===== config.mk =====
export PLATFORM = sky130hd
export DESIGN_NAME = ext_io_continuous_judgment
export DESIGN_NICKNAME = d
export VERILOG_FILES = /design/src/rtl/ext_io_pkg.sv /design/src/rtl/ext_io_continuous_judgment.sv /design/src/rtl/verdict_decode.sv
export SDC_FILE = /design/constraint.sdc
export NUM_CORES = 1
export LEC_CHECK = 0
export BUFFER_PORTS_ARGS = -buffer_cell sky130_fd_sc_hd__buf_2
export CORE_MARGIN = 2
export CORE_UTILIZATION = 48
export DETAILED_ROUTE_END_ITERATION = 10
export PLACE_DENSITY = 0.81
export RECOVER_POWER = 50
export SLEW_MARGIN = 25
export SYNTH_ARGS = -nofsm -noshare
export SYNTH_HDL_FRONTEND = slang
export SYNTH_SLANG_ARGS = --single-unit

===== constraint.sdc =====
create_clock -name clk -period 1.7 [get_ports clk]
set_clock_uncertainty 0.05 [all_clocks]
set_input_delay 0.085 -clock clk [delete_from_list [all_inputs] [get_ports clk]]
set_output_delay 0.085 -clock clk [all_outputs]
set_load 0.05 [all_outputs]

===== src/rtl/ext_io_pkg.sv =====
// Constants for the continuous-mode external control port.
// Assumes one 10 MHz clock and a synchronous active-high reset.
package ext_io_pkg;
  localparam int CLK_HZ          = 10_000_000;
  // Width of the end-of-conversion and end-of-measurement strobes, in us
  localparam int STROBE_US       = 1;
  localparam int STROBE_CYC_RAW  = (STROBE_US * CLK_HZ + 999_999) / 1_000_000;
  localparam int STROBE_CYC      = (STROBE_CYC_RAW < 1) ? 1 : STROBE_CYC_RAW;
  localparam int STROBE_CW       = 8;
  localparam logic [STROBE_CW-1:0] STROBE_LEN = STROBE_CW'(STROBE_CYC);
  // Verdict codes from the measuring core
  localparam logic [1:0] VERDICT_NONE = 2'h0;
  localparam logic [1:0] VERDICT_HIGH = 2'h1;
  localparam logic [1:0] VERDICT_LOW  = 2'h2;
  localparam logic [1:0] VERDICT_PASS = 2'h3;
  // Number of verdict groups: two panels by parameters 1 and 3
  localparam int GROUPS          = 4;
  localparam int GRP_A_P1        = 0;
  localparam int GRP_A_P3        = 1;
  localparam int GRP_B_P1        = 2;
  localparam int GRP_B_P3        = 3;
  // Fault vector bit positions
  localparam int FAULTS          = 7;
  localparam int FLT_SAMPLING    = 0;
  localparam int FLT_OVERCURRENT = 1;
  localparam int FLT_CONTACT     = 2;
  localparam int FLT_HIGHZ       = 3;
  localparam int FLT_TEMP        = 4;
  localparam int FLT_CONST_VI    = 5;
  localparam int FLT_LIMIT       = 6;
endpackage


===== src/rtl/ext_io_continuous_judgment.sv =====
// External control port in continuous measurement mode: trigger edge
// detect, verdict/pass/error outputs and the two end-of-phase strobes.
// Assumes the measuring core gives one-cycle done pulses and results
// valid with its measurement-done pulse; trigger is synchronous.
`timescale 1ns/1ns
`default_nettype none
// Functional notes
// - Measurement starts on a trigger edge
// - Setting selects rising or falling trigger edge
// - Error low if any fault present at measurement done
// - Twelve active-low verdict lines, two panels
// - At most one matching line low per group
// - Pass low when all IN, bins matched
// - Complete strobe falls with verdicts final
// - Conversion-done falls when conversion finishes
module ext_io_continuous_judgment
(
  input  wire logic                            clk,
  input  wire logic                            reset,
  input  wire logic                            trigIn,
  input  wire logic                            trigFalling,
  output logic                                 measStart,
  input  wire logic                            convDone,
  input  wire logic                            measDone,
  input  wire logic [2*ext_io_pkg::GROUPS-1:0] verdictCode,
  input  wire logic [ext_io_pkg::GROUPS-1:0]   groupActive,
  input  wire logic                            no_bin_match,
  input  wire logic [ext_io_pkg::FAULTS-1:0]   faults,
  output logic                                 errN,
  output logic                                 allPassN,
  output logic                                 measCompleteN,
  output logic                                 convDoneN,
  output logic                                 panel_a_p1_high,
  output logic                                 panel_a_p1_low,
  output logic                                 panel_a_p1_pass,
  output logic                                 panel_a_p3_high,
  output logic                                 panel_a_p3_low,
  output logic                                 panel_a_p3_pass,
  output logic                                 panel_b_p1_high,
  output logic                                 panel_b_p1_low,
  output logic                                 panel_b_p1_pass,
  output logic                                 panel_b_p3_high,
  output logic                                 panel_b_p3_low,
  output logic                                 panel_b_p3_pass
);
  import ext_io_pkg::*;

  typedef enum logic [2:0] {
    ST_IDLE = 3'b001,
    ST_CONV = 3'b010,
    ST_DONE = 3'b100
  } phase_t;

  phase_t                 phase_q, phase_d;
  logic                   trigPrev_q, trigPrev_d;
  logic                   measStart_q, measStart_d;
  logic [2*GROUPS-1:0]    code_q, code_d;
  logic                   errN_q, errN_d;
  logic                   allPassN_q, allPassN_d;
  logic                   eomN_q, eomN_d;
  logic                   idxN_q, idxN_d;
  logic [STROBE_CW-1:0]   eomCnt_q, eomCnt_d;
  logic [STROBE_CW-1:0]   idxCnt_q, idxCnt_d;
  logic                   validEdge;
  logic                   allIn;
  logic [3*GROUPS-1:0]    lineN_q, lineN_d;

  // Edge chosen by the setting; a level starts a run only if high at reset release with the rising setting
  assign validEdge = trigFalling ? (trigPrev_q & ~trigIn)
                                 : (~trigPrev_q & trigIn);

  always_comb
  begin
    allIn = 1'b1;
    for (int g = 0; g < GROUPS; g++)
    begin
      if (groupActive[g] && verdictCode[2*g +: 2] != VERDICT_PASS)
      begin
        allIn = 1'b0;
      end
    end
  end

  always_comb
  begin
    phase_d     = phase_q;
    trigPrev_d  = trigIn;
    measStart_d = 1'b0;
    code_d      = code_q;
    errN_d      = errN_q;
    allPassN_d  = allPassN_q;
    eomN_d      = eomN_q;
    idxN_d      = idxN_q;
    eomCnt_d    = eomCnt_q;
    idxCnt_d    = idxCnt_q;
    // A new run may start while a strobe is still low
    // Strobes return high after their width
    if (idxCnt_q != '0)
    begin
      idxCnt_d = idxCnt_q - 1'b1;
      if (idxCnt_q == 1)
      begin
        idxN_d = 1'b1;
      end
    end
    if (eomCnt_q != '0)
    begin
      eomCnt_d = eomCnt_q - 1'b1;
      if (eomCnt_q == 1)
      begin
        eomN_d = 1'b1;
      end
    end
    unique case (phase_q)
      // Only an edge in the chosen direction starts a run
      ST_IDLE:
      begin
        if (validEdge)
        begin
          measStart_d = 1'b1;
          phase_d     = ST_CONV;
        end
      end
      // Trigger edges are ignored until the results are out
      ST_CONV:
      begin
        if (convDone)
        begin
          idxN_d   = 1'b0;
          idxCnt_d = STROBE_LEN;
          phase_d  = ST_DONE;
        end
      end
      ST_DONE:
      begin
        // Results latch with the complete strobe, never before it
        if (measDone)
        begin
          for (int g = 0; g < GROUPS; g++)
          begin
            code_d[2*g +: 2] = groupActive[g]
                             ? verdictCode[2*g +: 2]
                             : VERDICT_NONE;
          end
          allPassN_d = ~(allIn & ~no_bin_match);
          errN_d     = ~(|faults);
          eomN_d     = 1'b0;
          eomCnt_d   = STROBE_LEN;
          phase_d    = ST_IDLE;
        end
      end
    endcase
  end

  always_ff @(posedge clk)
  begin
    // Every active-low pin idles high, and measStart low, while reset is held
    if (reset)
    begin
      phase_q     <= ST_IDLE;
      trigPrev_q  <= 1'b0;
      measStart_q <= 1'b0;
      code_q      <= '0;
      errN_q      <= 1'b1;
      allPassN_q  <= 1'b1;
      eomN_q      <= 1'b1;
      idxN_q      <= 1'b1;
      eomCnt_q    <= '0;
      idxCnt_q    <= '0;
      lineN_q     <= '1;
    end
    else
    begin
      phase_q     <= phase_d;
      trigPrev_q  <= trigPrev_d;
      measStart_q <= measStart_d;
      code_q      <= code_d;
      errN_q      <= errN_d;
      allPassN_q  <= allPassN_d;
      eomN_q      <= eomN_d;
      idxN_q      <= idxN_d;
      eomCnt_q    <= eomCnt_d;
      idxCnt_q    <= idxCnt_d;
      lineN_q     <= lineN_d;
    end
  end

  // One decoder per verdict group
  // Decoding the next code lets the lines leave flops with the strobe
  for (genvar g = 0; g < GROUPS; g++)
  begin : gDec
    verdict_decode uDec (
      .code  (code_d[2*g +: 2]),
      .highN (lineN_d[3*g]),
      .lowN  (lineN_d[3*g+1]),
      .passN (lineN_d[3*g+2])
    );
  end

  assign measStart       = measStart_q;
  assign errN            = errN_q;
  assign allPassN        = allPassN_q;
  assign measCompleteN   = eomN_q;
  assign convDoneN       = idxN_q;
  assign panel_a_p1_high = lineN_q[3*GRP_A_P1];
  assign panel_a_p1_low  = lineN_q[3*GRP_A_P1+1];
  assign panel_a_p1_pass = lineN_q[3*GRP_A_P1+2];
  assign panel_a_p3_high = lineN_q[3*GRP_A_P3];
  assign panel_a_p3_low  = lineN_q[3*GRP_A_P3+1];
  assign panel_a_p3_pass = lineN_q[3*GRP_A_P3+2];
  assign panel_b_p1_high = lineN_q[3*GRP_B_P1];
  assign panel_b_p1_low  = lineN_q[3*GRP_B_P1+1];
  assign panel_b_p1_pass = lineN_q[3*GRP_B_P1+2];
  assign panel_b_p3_high = lineN_q[3*GRP_B_P3];
  assign panel_b_p3_low  = lineN_q[3*GRP_B_P3+1];
  assign panel_b_p3_pass = lineN_q[3*GRP_B_P3+2];
endmodule
`default_nettype wire


===== src/rtl/verdict_decode.sv =====
// Decodes one verdict code into three active-low verdict lines.
// Assumes the caller gives its next code and registers the decoded lines.
`timescale 1ns/1ns
`default_nettype none
module verdict_decode
(
  input  wire logic [1:0] code,
  output logic            highN,
  output logic            lowN,
  output logic            passN
);
  import ext_io_pkg::*;
  // At most one line low per group; none when the group is inactive
  always_comb
  begin
    highN = ~(code == VERDICT_HIGH);
    lowN  = ~(code == VERDICT_LOW);
    passN = ~(code == VERDICT_PASS);
  end
endmodule
`default_nettype wire


==> impl_metrics.json, run 1 <==
{
  "endpoint_kind": "flip-flop",
  "switching_share_pct": 33.8,
  "grt_max_degree": 31,
  "final_net_count": 317,
  "ff2ff_path_depth": 3,
  "min_period_ns": 1.66,
  "finalSetupTns_ns": 0,
  "place_worst_setup_slack_ns": 0.0368,
  "synth_top_area_share_pct": 44.1,
  "worstHoldEndpoint": "code_q[3]",
  "grt_usage_pct": 19.0,
  "dpl.cell_count": 326,
  "drv_cap": 0,
  "syn_inst": 229,
  "min_from": "verdictCode[3]",
  "vias": 1888,
  "met2WireLength_mm": 2.33,
  "std_cell_rows": 23,
  "grt_first_pass_wirelength_mm": 7.46,
  "routed-wl-met3_um": 149,
  "required_ns": 1.87,
  "power-per-cell-area_nw_per_um2": 1440,
  "floorplan.initialDensity_pct": 50.4,
  "ys_warn_count": 0,
  "worstPathMaxFanout": 5,
  "cellLeakagePower_nw": 0.986,
  "cts-root-buf": "clkbuf_8",
  "slew_headroom_pct": 60.4,
  "dieArea_um2": 4790,
  "ys_types": 42,
  "grt_pass1_vias": 1687,
  "reg2reg_to": "idxCnt_q[6]",
  "finalHoldViolations": 0,
  "overflow": 0,
  "avgRoutedWirePerCell_um": 13.6,
  "cts_buffer_depth": 2,
  "power_switching_mw": 1.24,
  "yosys.area.top_type": "dfxtp_1",
  "cts_tree": "built",
  "syn_nets": 261,
  "slew_viol_final": 0,
  "final_util_pct": 62.8,
  "nFillCells": 363,
  "die_y_um": 69.2,
  "reg2reg_from": "idxCnt_q[3]",
  "antennaDiodeCount": 0,
  "die_width_um": 69.2,
  "drt_wl_total_mm": 4.58,
  "intPower_mw": 2.43,
  "comb_power_share_pct": 39.7,
  "worstMarginPinSlew_ns": 0.597,
  "fmax_mhz": 602,
  "clock_sinks": 45,
  "cts-buffers-inserted": 5,
  "drc": 0,
  "place.gp.congestion": 0.883,
  "worstSetupStartpointType": "flip-flop",
  "port_buffers": 42,
  "whs_ns": 0.0227,
  "dr.pass1.iters": 4,
  "highest_layer": "met4",
  "ys_top_cells_by_area": "dfxtp_1, a21oi_1, nor3b_1",
  "synth-seq-cells": 45,
  "post_drt_via_cell_ratio": 5.62,
  "wl_met1_mm": 2.06,
  "status": "finished clean",
  "worst-setup-path-type": "flip-flop to flip-flop",
  "min_path_type": "primary input to flip-flop",
  "seq_power_share_pct": 37.6,
  "antenna_left": 0,
  "total_power_mw": 3.66,
  "drt_iter0_drc": 105,
  "synth_edf_count": 0,
  "async_flop_share_pct": 0,
  "worstSkewPairLatency_ns": 0.29,
  "setup_ws_ns": 0.0397,
  "drive_gt1_share_pct": 22.4,
  "post-route-period-util_pct": 97.7,
  "stdcell_area_um2": 2550,
  "setup_violations": 0,
  "ys_seq_area_share_pct": 44.1,
  "syn2layout_area_growth_pct": 24.7,
  "fp.coreArea_um2": 4060,
  "io_pins": 43,
  "avgSynthCellArea_um2": 8.92,
  "holdPathStages": 3,
  "synth_area_um2": 2040,
  "place_area_um2": 2390,
  "rrSetupSlack_ns": 0.04,
  "crit_arrival_ns": 1.83,
  "final_cells": 336,
  "ys.flop_type": "dfxtp_1",
  "antenna_found_initial": 0,
  "ir_worst_vdd_v": 0.000996,
  "p_clk_share_pct": 22.6,
  "hpwl_mm": 3.26,
  "htree_levels": 2,
  "clk_transition_reported_paths_ns": 0.09
}
-- power groups by stage --
| stage | Combinational (mW) | Clock, mW | Sequential, mW |
|---|---|---|---|
| after floorplan | 0.889 | 0 | 1.37 |
| after global placement | 1.27 | 0 | 1.38 |
| after detailed placement | 1.30 | 0 | 1.39 |
| after CTS | 1.32 | 0.848 | 1.37 |
| after global routing | 1.58 | 0.894 | 1.40 |
| final | 1.46 | 0.830 | 1.38 |
-- cell families after synthesis --
group / Yosys count / share of synthesized area (%)
buffers and inverters: 16 / 3.00
and+or+nand+nor: 101 / 30.8
xor gates and xnor gates: 4 / 1.71
DFF: 45 / 44.1
adders and majority gates: 6 / 3.67
AOI/OAI and AO/OA: 57 / 16.7
-- area by class of cell --
| class | count | area [um2] | area share (%) |
|---|---|---|---|
| Clock buffer | 6 | 82.6 | 3.24 |
| Clock inverter | 2 | 37.5 | 1.47 |
| Inverter | 6 | 22.5 | 0.884 |
| Multi-Input combinational cell | 168 | 1120 | 44.1 |
| Sequential cell | 45 | 902 | 35.4 |
| Tap cell | 50 | 62.6 | 2.46 |
| Timing Repair Buffer | 59 | 318 | 12.5 |
-- worst max path at each step --
| stage | startpoint | endpoint | slack [ns] | cells after the start |
|---|---|---|---|---|
| final | idxCnt_q[3] | idxCnt_q[6] | 0.04 | 3 |
| after global routing | eomCnt_q[1] | eomCnt_q[2] | -0.008 | 6 |
| after CTS | eomCnt_q[1] | eomCnt_q[2] | 0.02 | 5 |
| after detailed placement | eomCnt_q[1] | eomCnt_q[6] | 0.04 | 5 |
| after global placement | eomCnt_q[1] | eomCnt_q[6] | 0.08 | 5 |
| after floorplan | idxCnt_q[2] | idxCnt_q[6] | 0.04 | 4 |
-- registers in the layout, indices dropped and copies added, names as in the netlist --
signal         count
eomCnt_q           8
convDoneN          1
measStart          1
errN               1
lineN_q           12
code_q             8
trigPrev_q         1
phase_q            3
allPassN           1
measCompleteN      1
idxCnt_q           8
-- layout by cell type, fill, tap and decap left out, types with 5 or more instances in the layout --
cell type,netlist,layout
buf_2,1,24
dfxtp_1,45,44
buf_4,0,16
clkbuf_8,0,6
a21oi_1,21,21
clkbuf_1,8,18
a21o_1,5,5
nor3b_1,12,12
nor3_1,11,9
o21ai_0,17,16
nand3_1,17,17
nand2_1,17,17
and4b_1,8,8
nor2_1,6,5
-- layer usage --
metal  track usage, %  vias up
li1                 -      968
met3             4.94        4
met4             5.66        0
met5                0        -
met1             23.0      877
met2             32.9       39
-- synthesized netlist by cell type (all sizes together), types with 8 or more instances --
cell type	instances
a21oi	22
nand2	17
nand3	17
clkbuf	8
dfxtp	45
and4b	8
o21ai	17
nor3	11
nor3b	12
-- critical path, cell delays in order (launching register included) --
cell and delay (ns):
dfxtp_1 0.35, or4_1 0.56, or4_4 0.51, a21oi_2 0.13
-- repair_timing --
action / in CTS / in global routing
endpoints found under the setup margin: 0 / 11
hold buffers: 1 / 0
hold endpoints to repair: 1 / 0
buffers inserted: 0 / 1
resized for setup: 0 / 12
No activity file was read; power rests on OpenSTA's default activity.
==> run 2, diff against run 1 <==
--- a/config.mk
+++ b/config.mk
@@ -9,9 +9,10 @@
 export CORE_MARGIN = 2
 export CORE_UTILIZATION = 48
 export DETAILED_ROUTE_END_ITERATION = 10
-export PLACE_DENSITY = 0.81
+export PLACE_DENSITY = 0.82
 export RECOVER_POWER = 50
 export SLEW_MARGIN = 25
 export SYNTH_ARGS = -nofsm -noshare
 export SYNTH_HDL_FRONTEND = slang
+export SYNTH_HIERARCHICAL = 1
 export SYNTH_SLANG_ARGS = --single-unit
==> run 2 against run 1 <==
Maximum frequency is 1.0% lower. Flip-flop and latch count unchanged. Die area down 3.0%. Cell count shrank 1.2%. Sequential power is 6% higher. First-iteration DRC count grew 1.9%. Via count shrank 4.3%. Critical path type unchanged. Critical endpoint is now idxCnt_q[1].
==> impl_metrics.json, run 2 <==
{
  "status": "finished clean",
  "finalSetupTns_ns": 0,
  "yosys.area.top_type": "dfxtp_1",
  "worstMarginPinSlew_ns": 0.618,
  "nFillCells": 345,
  "cts-root-buf": "clkbuf_8",
  "ys_seq_area_share_pct": 45.5,
  "die_y_um": 68.2,
  "port_buffers": 42,
  "async_flop_share_pct": 0,
  "cts-buffers-inserted": 5,
  "die_width_um": 68.2,
  "cts_buffer_depth": 2,
  "floorplan.initialDensity_pct": 49.8,
  "fmax_mhz": 596,
  "std_cell_rows": 23,
  "drt_wl_total_mm": 4.27,
  "grt_max_degree": 36,
  "ys_top_cells_by_count": "dfxtp_1, nand2_1, a21oi_1, nand2b_1, or2_2",
  "post-route-period-util_pct": 98.7,
  "drc": 0,
  "avgRoutedWirePerCell_um": 12.9,
  "multi_input_area_um2": 1050,
  "top_register": "lineN_q",
  "worstSkewPairLatency_ns": 0.30,
  "worstPathMaxFanout": 4,
  "syn_inst": 225,
  "ir_worst_vdd_v": 0.000719,
  "vias": 1807,
  "drv_cap": 0,
  "overflow": 0,
  "grt_usage_pct": 20.2,
  "synth_top_area_share_pct": 45.5,
  "place.gp.congestion": 0.909,
  "grt_setup_unrepaired": "yes",
  "cellLeakagePower_nw": 0.954,
  "dieArea_um2": 4650,
  "final_cell_mix": "dfxtp_1, nand2_1, buf_2, clkbuf_1, a21oi_1",
  "grt_first_pass_wirelength_mm": 7.06,
  "io_pins": 43,
  "min_path_type": "primary input to flip-flop",
  "worstSetupStartpointType": "flip-flop",
  "finalHoldViolations": 0,
  "dr.pass1.iters": 4,
  "endpoint_kind": "flip-flop",
  "slew_viol_final": 0,
  "hpwl_mm": 3.10,
  "drt_iter0_drc": 107,
  "drive_gt1_share_pct": 26.2,
  "largest_reg_flops": 12,
  "syn2layout_area_growth_pct": 24.2,
  "crit_arrival_ns": 1.83,
  "whs_ns": 0.0191,
  "total_power_mw": 3.77,
  "synth_edf_count": 0,
  "grt_pass1_vias": 1672,
  "ys.flop_type": "dfxtp_1",
  "clk_transition_reported_paths_ns": 0.09,
  "setup_violations": 0,
  "post_drt_via_cell_ratio": 5.44,
  "cts_tree": "built",
  "final_net_count": 313,
  "yosys.cell_count.top_type": "dfxtp_1",
  "avgSynthCellArea_um2": 8.79,
  "synth_area_um2": 1980,
  "clock_sinks": 45,
  "worst-setup-path-type": "flip-flop to flip-flop",
  "antennaDiodeCount": 0,
  "syn_nets": 257,
  "htree_levels": 2,
  "power-per-cell-area_nw_per_um2": 1540,
  "antenna_left": 0,
  "ys_top_cells_by_area": "dfxtp_1, nand2_1, a21oi_1",
  "final_util_pct": 61.8,
  "slew_headroom_pct": 58.9,
  "antenna_found_initial": 0,
  "min_period_ns": 1.68,
  "required_ns": 1.85,
  "layout_commonest_cell": "dfxtp_1",
  "ys_types": 44,
  "synth-seq-cells": 45,
  "seq_area_um2": 903,
  "fp.coreArea_um2": 3970,
  "ys_warn_count": 6
}
-- run 2: cell count changes in the layout (fill, tap and decap cells not counted), sizes merged, moves of 5 or more --
cell,change
and4b,-8
a21o,-5
nand2,+13
a21oi,-5
nand3,-7
nor3b,-10
or2,+14
o21ai,-10
nand2b,+11
-- run 2: final timing paths --
check | startpoint | slack (ns) | to | cells after the start
worst min register to register | code_q[1] | 0.41 | code_q[1] | 2
worst min-delay path | no_bin_match | 0.02 | allPassN | 3
worst max-delay path | idxCnt_q[1] | 0.02 | idxCnt_q[1] | 5
worst max register to register | idxCnt_q[1] | 0.02 | idxCnt_q[1] | 5
-- run 2: through the flow --
stage / instances / area [um2] / worst slack (ns)
finish: 332 / 2460 / 0.0225
global route: 332 / 2460 / -0.0610
CTS: 328 / 2420 / 0.0208
floorplan: 225 / 1980 / 0.0598
detailed placement: 319 / 2300 / -0.0425
global placement: 319 / 2300 / 0.0600
-- run 2: logic make-up (layout without fill, tap and decap cells) --
family	after synthesis	count (layout)	synth area share [%]
fa+ha+maj	6	6	3.79
buf+inv	15	72	3.29
xor+xnor	2	2	0.886
simple gates	110	110	30.7
flops	45	45	45.5
compound gates	47	47	15.8
-- run 2: cell type report --
class,count,share of cell area (%)
Sequential cell,45,36.8
Tap cell,50,2.55
Inverter,6,0.917
Timing Repair Buffer,58,12.5
Multi-Input combinational cell,165,42.7
Clock buffer,6,2.95
Clock inverter,2,1.58
-- run 2: timing repair --
action                                  4_1_cts  5_1_grt
endpoints found under the hold margin         1        0
buffers inserted                              0        4
endpoints found under the setup margin        1        8
pin swaps                                     2        3
resized for setup                             2        9
hold buffers                                  1        0
-- run 2: power by group --
part / switching (mW) / internal (mW)
Clock: 0.362 / 0.441
Combinational: 0.800 / 0.708
Sequential: 0.221 / 1.24
Total: 1.38 / 2.39
-- run 2: critical path, stage by stage, from the launching register on --
cell      delay, ns
dfxtp_2        0.33
inv_2          0.08
ha_4           0.13
or4b_4         0.47
or2_0          0.24
a311oi_1       0.27
-- run 2: metal layers --
| metal | up-vias | track usage [%] | part of all wire (%) |
|---|---|---|---|
| met1 | 837 | 23.0 | 44 |
| met2 | 43 | 35.2 | 50 |
| met5 | - | 0 | 0 |
| li1 | 914 | - | - |
| met3 | 13 | 5.59 | 3.7 |
| met4 | 0 | 8.50 | 2.3 |
==> run 3, diff against run 2 <==
==> constraint.sdc (replaced) <==
create_clock -name clk -period 1.7 [get_ports clk]
set_clock_uncertainty 0.05 [all_clocks]
set_input_delay 0.085 -clock clk [delete_from_list [all_inputs] [get_ports clk]]
set_output_delay 0.085 -clock clk [all_outputs]
set_load 0.005 [all_outputs]
==> run 3 against run 2 <==
Worst setup slack lost 0.0016 ns. Routed wire length about the same. First-iteration DRC count fell by 0.93%. Register-to-register slack hardly changed. Cell area grew 0.20%. Count of clock-buffer cells in the layout did not move. Global-route usage did not move. Maximum frequency about the same. Critical path depth unchanged. Worst hold slack is essentially flat. Non-clock buffer count unchanged. Flip-flop and latch count stayed put. Critical path type unchanged. Critical endpoint unchanged.
==> impl_metrics.json, run 3 (synthesis results as in run 2) <==
{
  "worst-setup-path-type": "flip-flop to flip-flop",
  "clk_transition_reported_paths_ns": 0.09,
  "min_period_ns": 1.68,
  "cp_slowest_cell": "or4b_4",
  "worstSetupStartpointType": "flip-flop",
  "final_cells": 332,
  "final_net_count": 313,
  "worstMarginPinSlew_ns": 0.534,
  "fp.coreArea_um2": 3970,
  "fmax_mhz": 596,
  "place_worst_setup_slack_ns": -0.0425,
  "clock_sinks": 45,
  "grt_usage_pct": 20.2,
  "drv_cap": 0,
  "worstSkewPairLatency_ns": 0.30,
  "worstPathMaxFanout": 4,
  "grt_pass1_vias": 1672,
  "top_register": "lineN_q",
  "dpl.cell_count": 319,
  "dr.pass1.iters": 4,
  "antenna_left": 0,
  "max_stage_delay_ns": 0.47,
  "cellLeakagePower_nw": 0.962,
  "std_cell_rows": 23,
  "place.gp.congestion": 0.909,
  "grt_max_degree": 36,
  "overflow": 0,
  "drc": 0,
  "worstPathCellList": "inv_2, ha_4, or4b_4, or2_0, a311oi_1",
  "hpwl_mm": 3.10,
  "layout_commonest_cell": "dfxtp_1",
  "post-route-period-util_pct": 98.8,
  "status": "finished clean",
  "final_util_pct": 62.0,
  "avgRoutedWirePerCell_um": 12.9,
  "cts_tree": "built",
  "rrSetupSlack_ns": 0.02,
  "drt_iter0_drc": 106,
  "htree_levels": 2,
  "floorplan.initialDensity_pct": 49.8,
  "syn2layout_area_growth_pct": 24.4,
  "drt_wl_total_mm": 4.28,
  "crit_arrival_ns": 1.83,
  "grt_first_pass_wirelength_mm": 7.06,
  "grt_setup_unrepaired": "yes",
  "antennaDiodeCount": 0,
  "place_area_um2": 2300,
  "nFillCells": 344,
  "power-per-cell-area_nw_per_um2": 1530,
  "dieArea_um2": 4650,
  "cts-root-buf": "clkbuf_8",
  "cts_buffer_depth": 2,
  "die_y_um": 68.2,
  "setup_violations": 0,
  "largest_reg_flops": 12,
  "post_drt_via_cell_ratio": 5.45,
  "vias": 1809,
  "setup_ws_ns": 0.0208,
  "min_path_type": "primary input to flip-flop",
  "io_pins": 43,
  "endpoint_kind": "flip-flop",
  "antenna_found_initial": 0,
  "die_width_um": 68.2,
  "finalHoldViolations": 0,
  "port_buffers": 42,
  "slew_headroom_pct": 64.4,
  "finalSetupTns_ns": 0,
  "drive_gt1_share_pct": 27.7,
  "ir_worst_vdd_v": 0.000719,
  "slew_viol_final": 0,
  "cts-buffers-inserted": 5,
  "stdcell_area_um2": 2460,
  "final_cell_mix": "dfxtp_1, nand2_1, buf_2, a21oi_1, clkbuf_1",
  "required_ns": 1.85
}
run 3: layout make-up:
| type | instances | area (um2) | share of cell area [%] |
|---|---|---|---|
| Clock buffer | 6 | 72.6 | 2.95 |
| Multi-Input combinational cell | 165 | 1050 | 42.7 |
| Inverter | 6 | 22.5 | 0.915 |
| Clock inverter | 2 | 38.8 | 1.58 |
| Timing Repair Buffer | 58 | 312 | 12.7 |
| Sequential cell | 45 | 903 | 36.7 |
| Tap cell | 50 | 62.6 | 2.54 |
run 3: power breakdown:
group,internal (mW),switching (mW)
Combinational,0.709,0.790
Clock,0.441,0.361
Sequential,1.24,0.220
Total,2.39,1.37
run 3: repair_timing:
action / 4_1_cts / 5_1_grt
hold endpoints to repair: 1 / 0
setup buffers: 0 / 4
setup endpoints to repair: 1 / 8
hold buffers: 1 / 0
pin swaps: 2 / 3
resized for setup: 2 / 9
run 3: stage by stage:
stage	total power [mW]	hold WS [ns]
finish	3.76	0.0191
global route	4.00	0.0158
CTS	3.63	0.0145
detailed placement	2.81	0.281
global placement	2.75	0.279
floorplan	2.43	0.107
run 3: worst max-delay path, delay by kind of cell, from the launching register on:
family	cells	cell delay [ns]
buf+inv	1	0.08
compound gates	1	0.27
flops	1	0.33
fa+ha+maj	1	0.13
simple gates	2	0.71
run 3: path summary, 6_finish.rpt:
check / startpoint / end / cells past startpoint
worst max register to register: idxCnt_q[1] / idxCnt_q[1] / 5
worst max-delay path: idxCnt_q[1] / idxCnt_q[1] / 5
worst min-delay path: no_bin_match / allPassN / 3
worst min register to register: code_q[1] / code_q[1] / 2
run 3: layer usage:
metal / up-vias / share of wire (%) / GRT usage (%) / wire (um)
met4: 0 / 2.3 / 8.50 / 100
met5: - / 0 / 0 / 0
met2: 43 / 50 / 35.2 / 2140
met3: 13 / 3.7 / 5.59 / 159
met1: 839 / 44 / 23.0 / 1880
li1: 914 / - / - / -
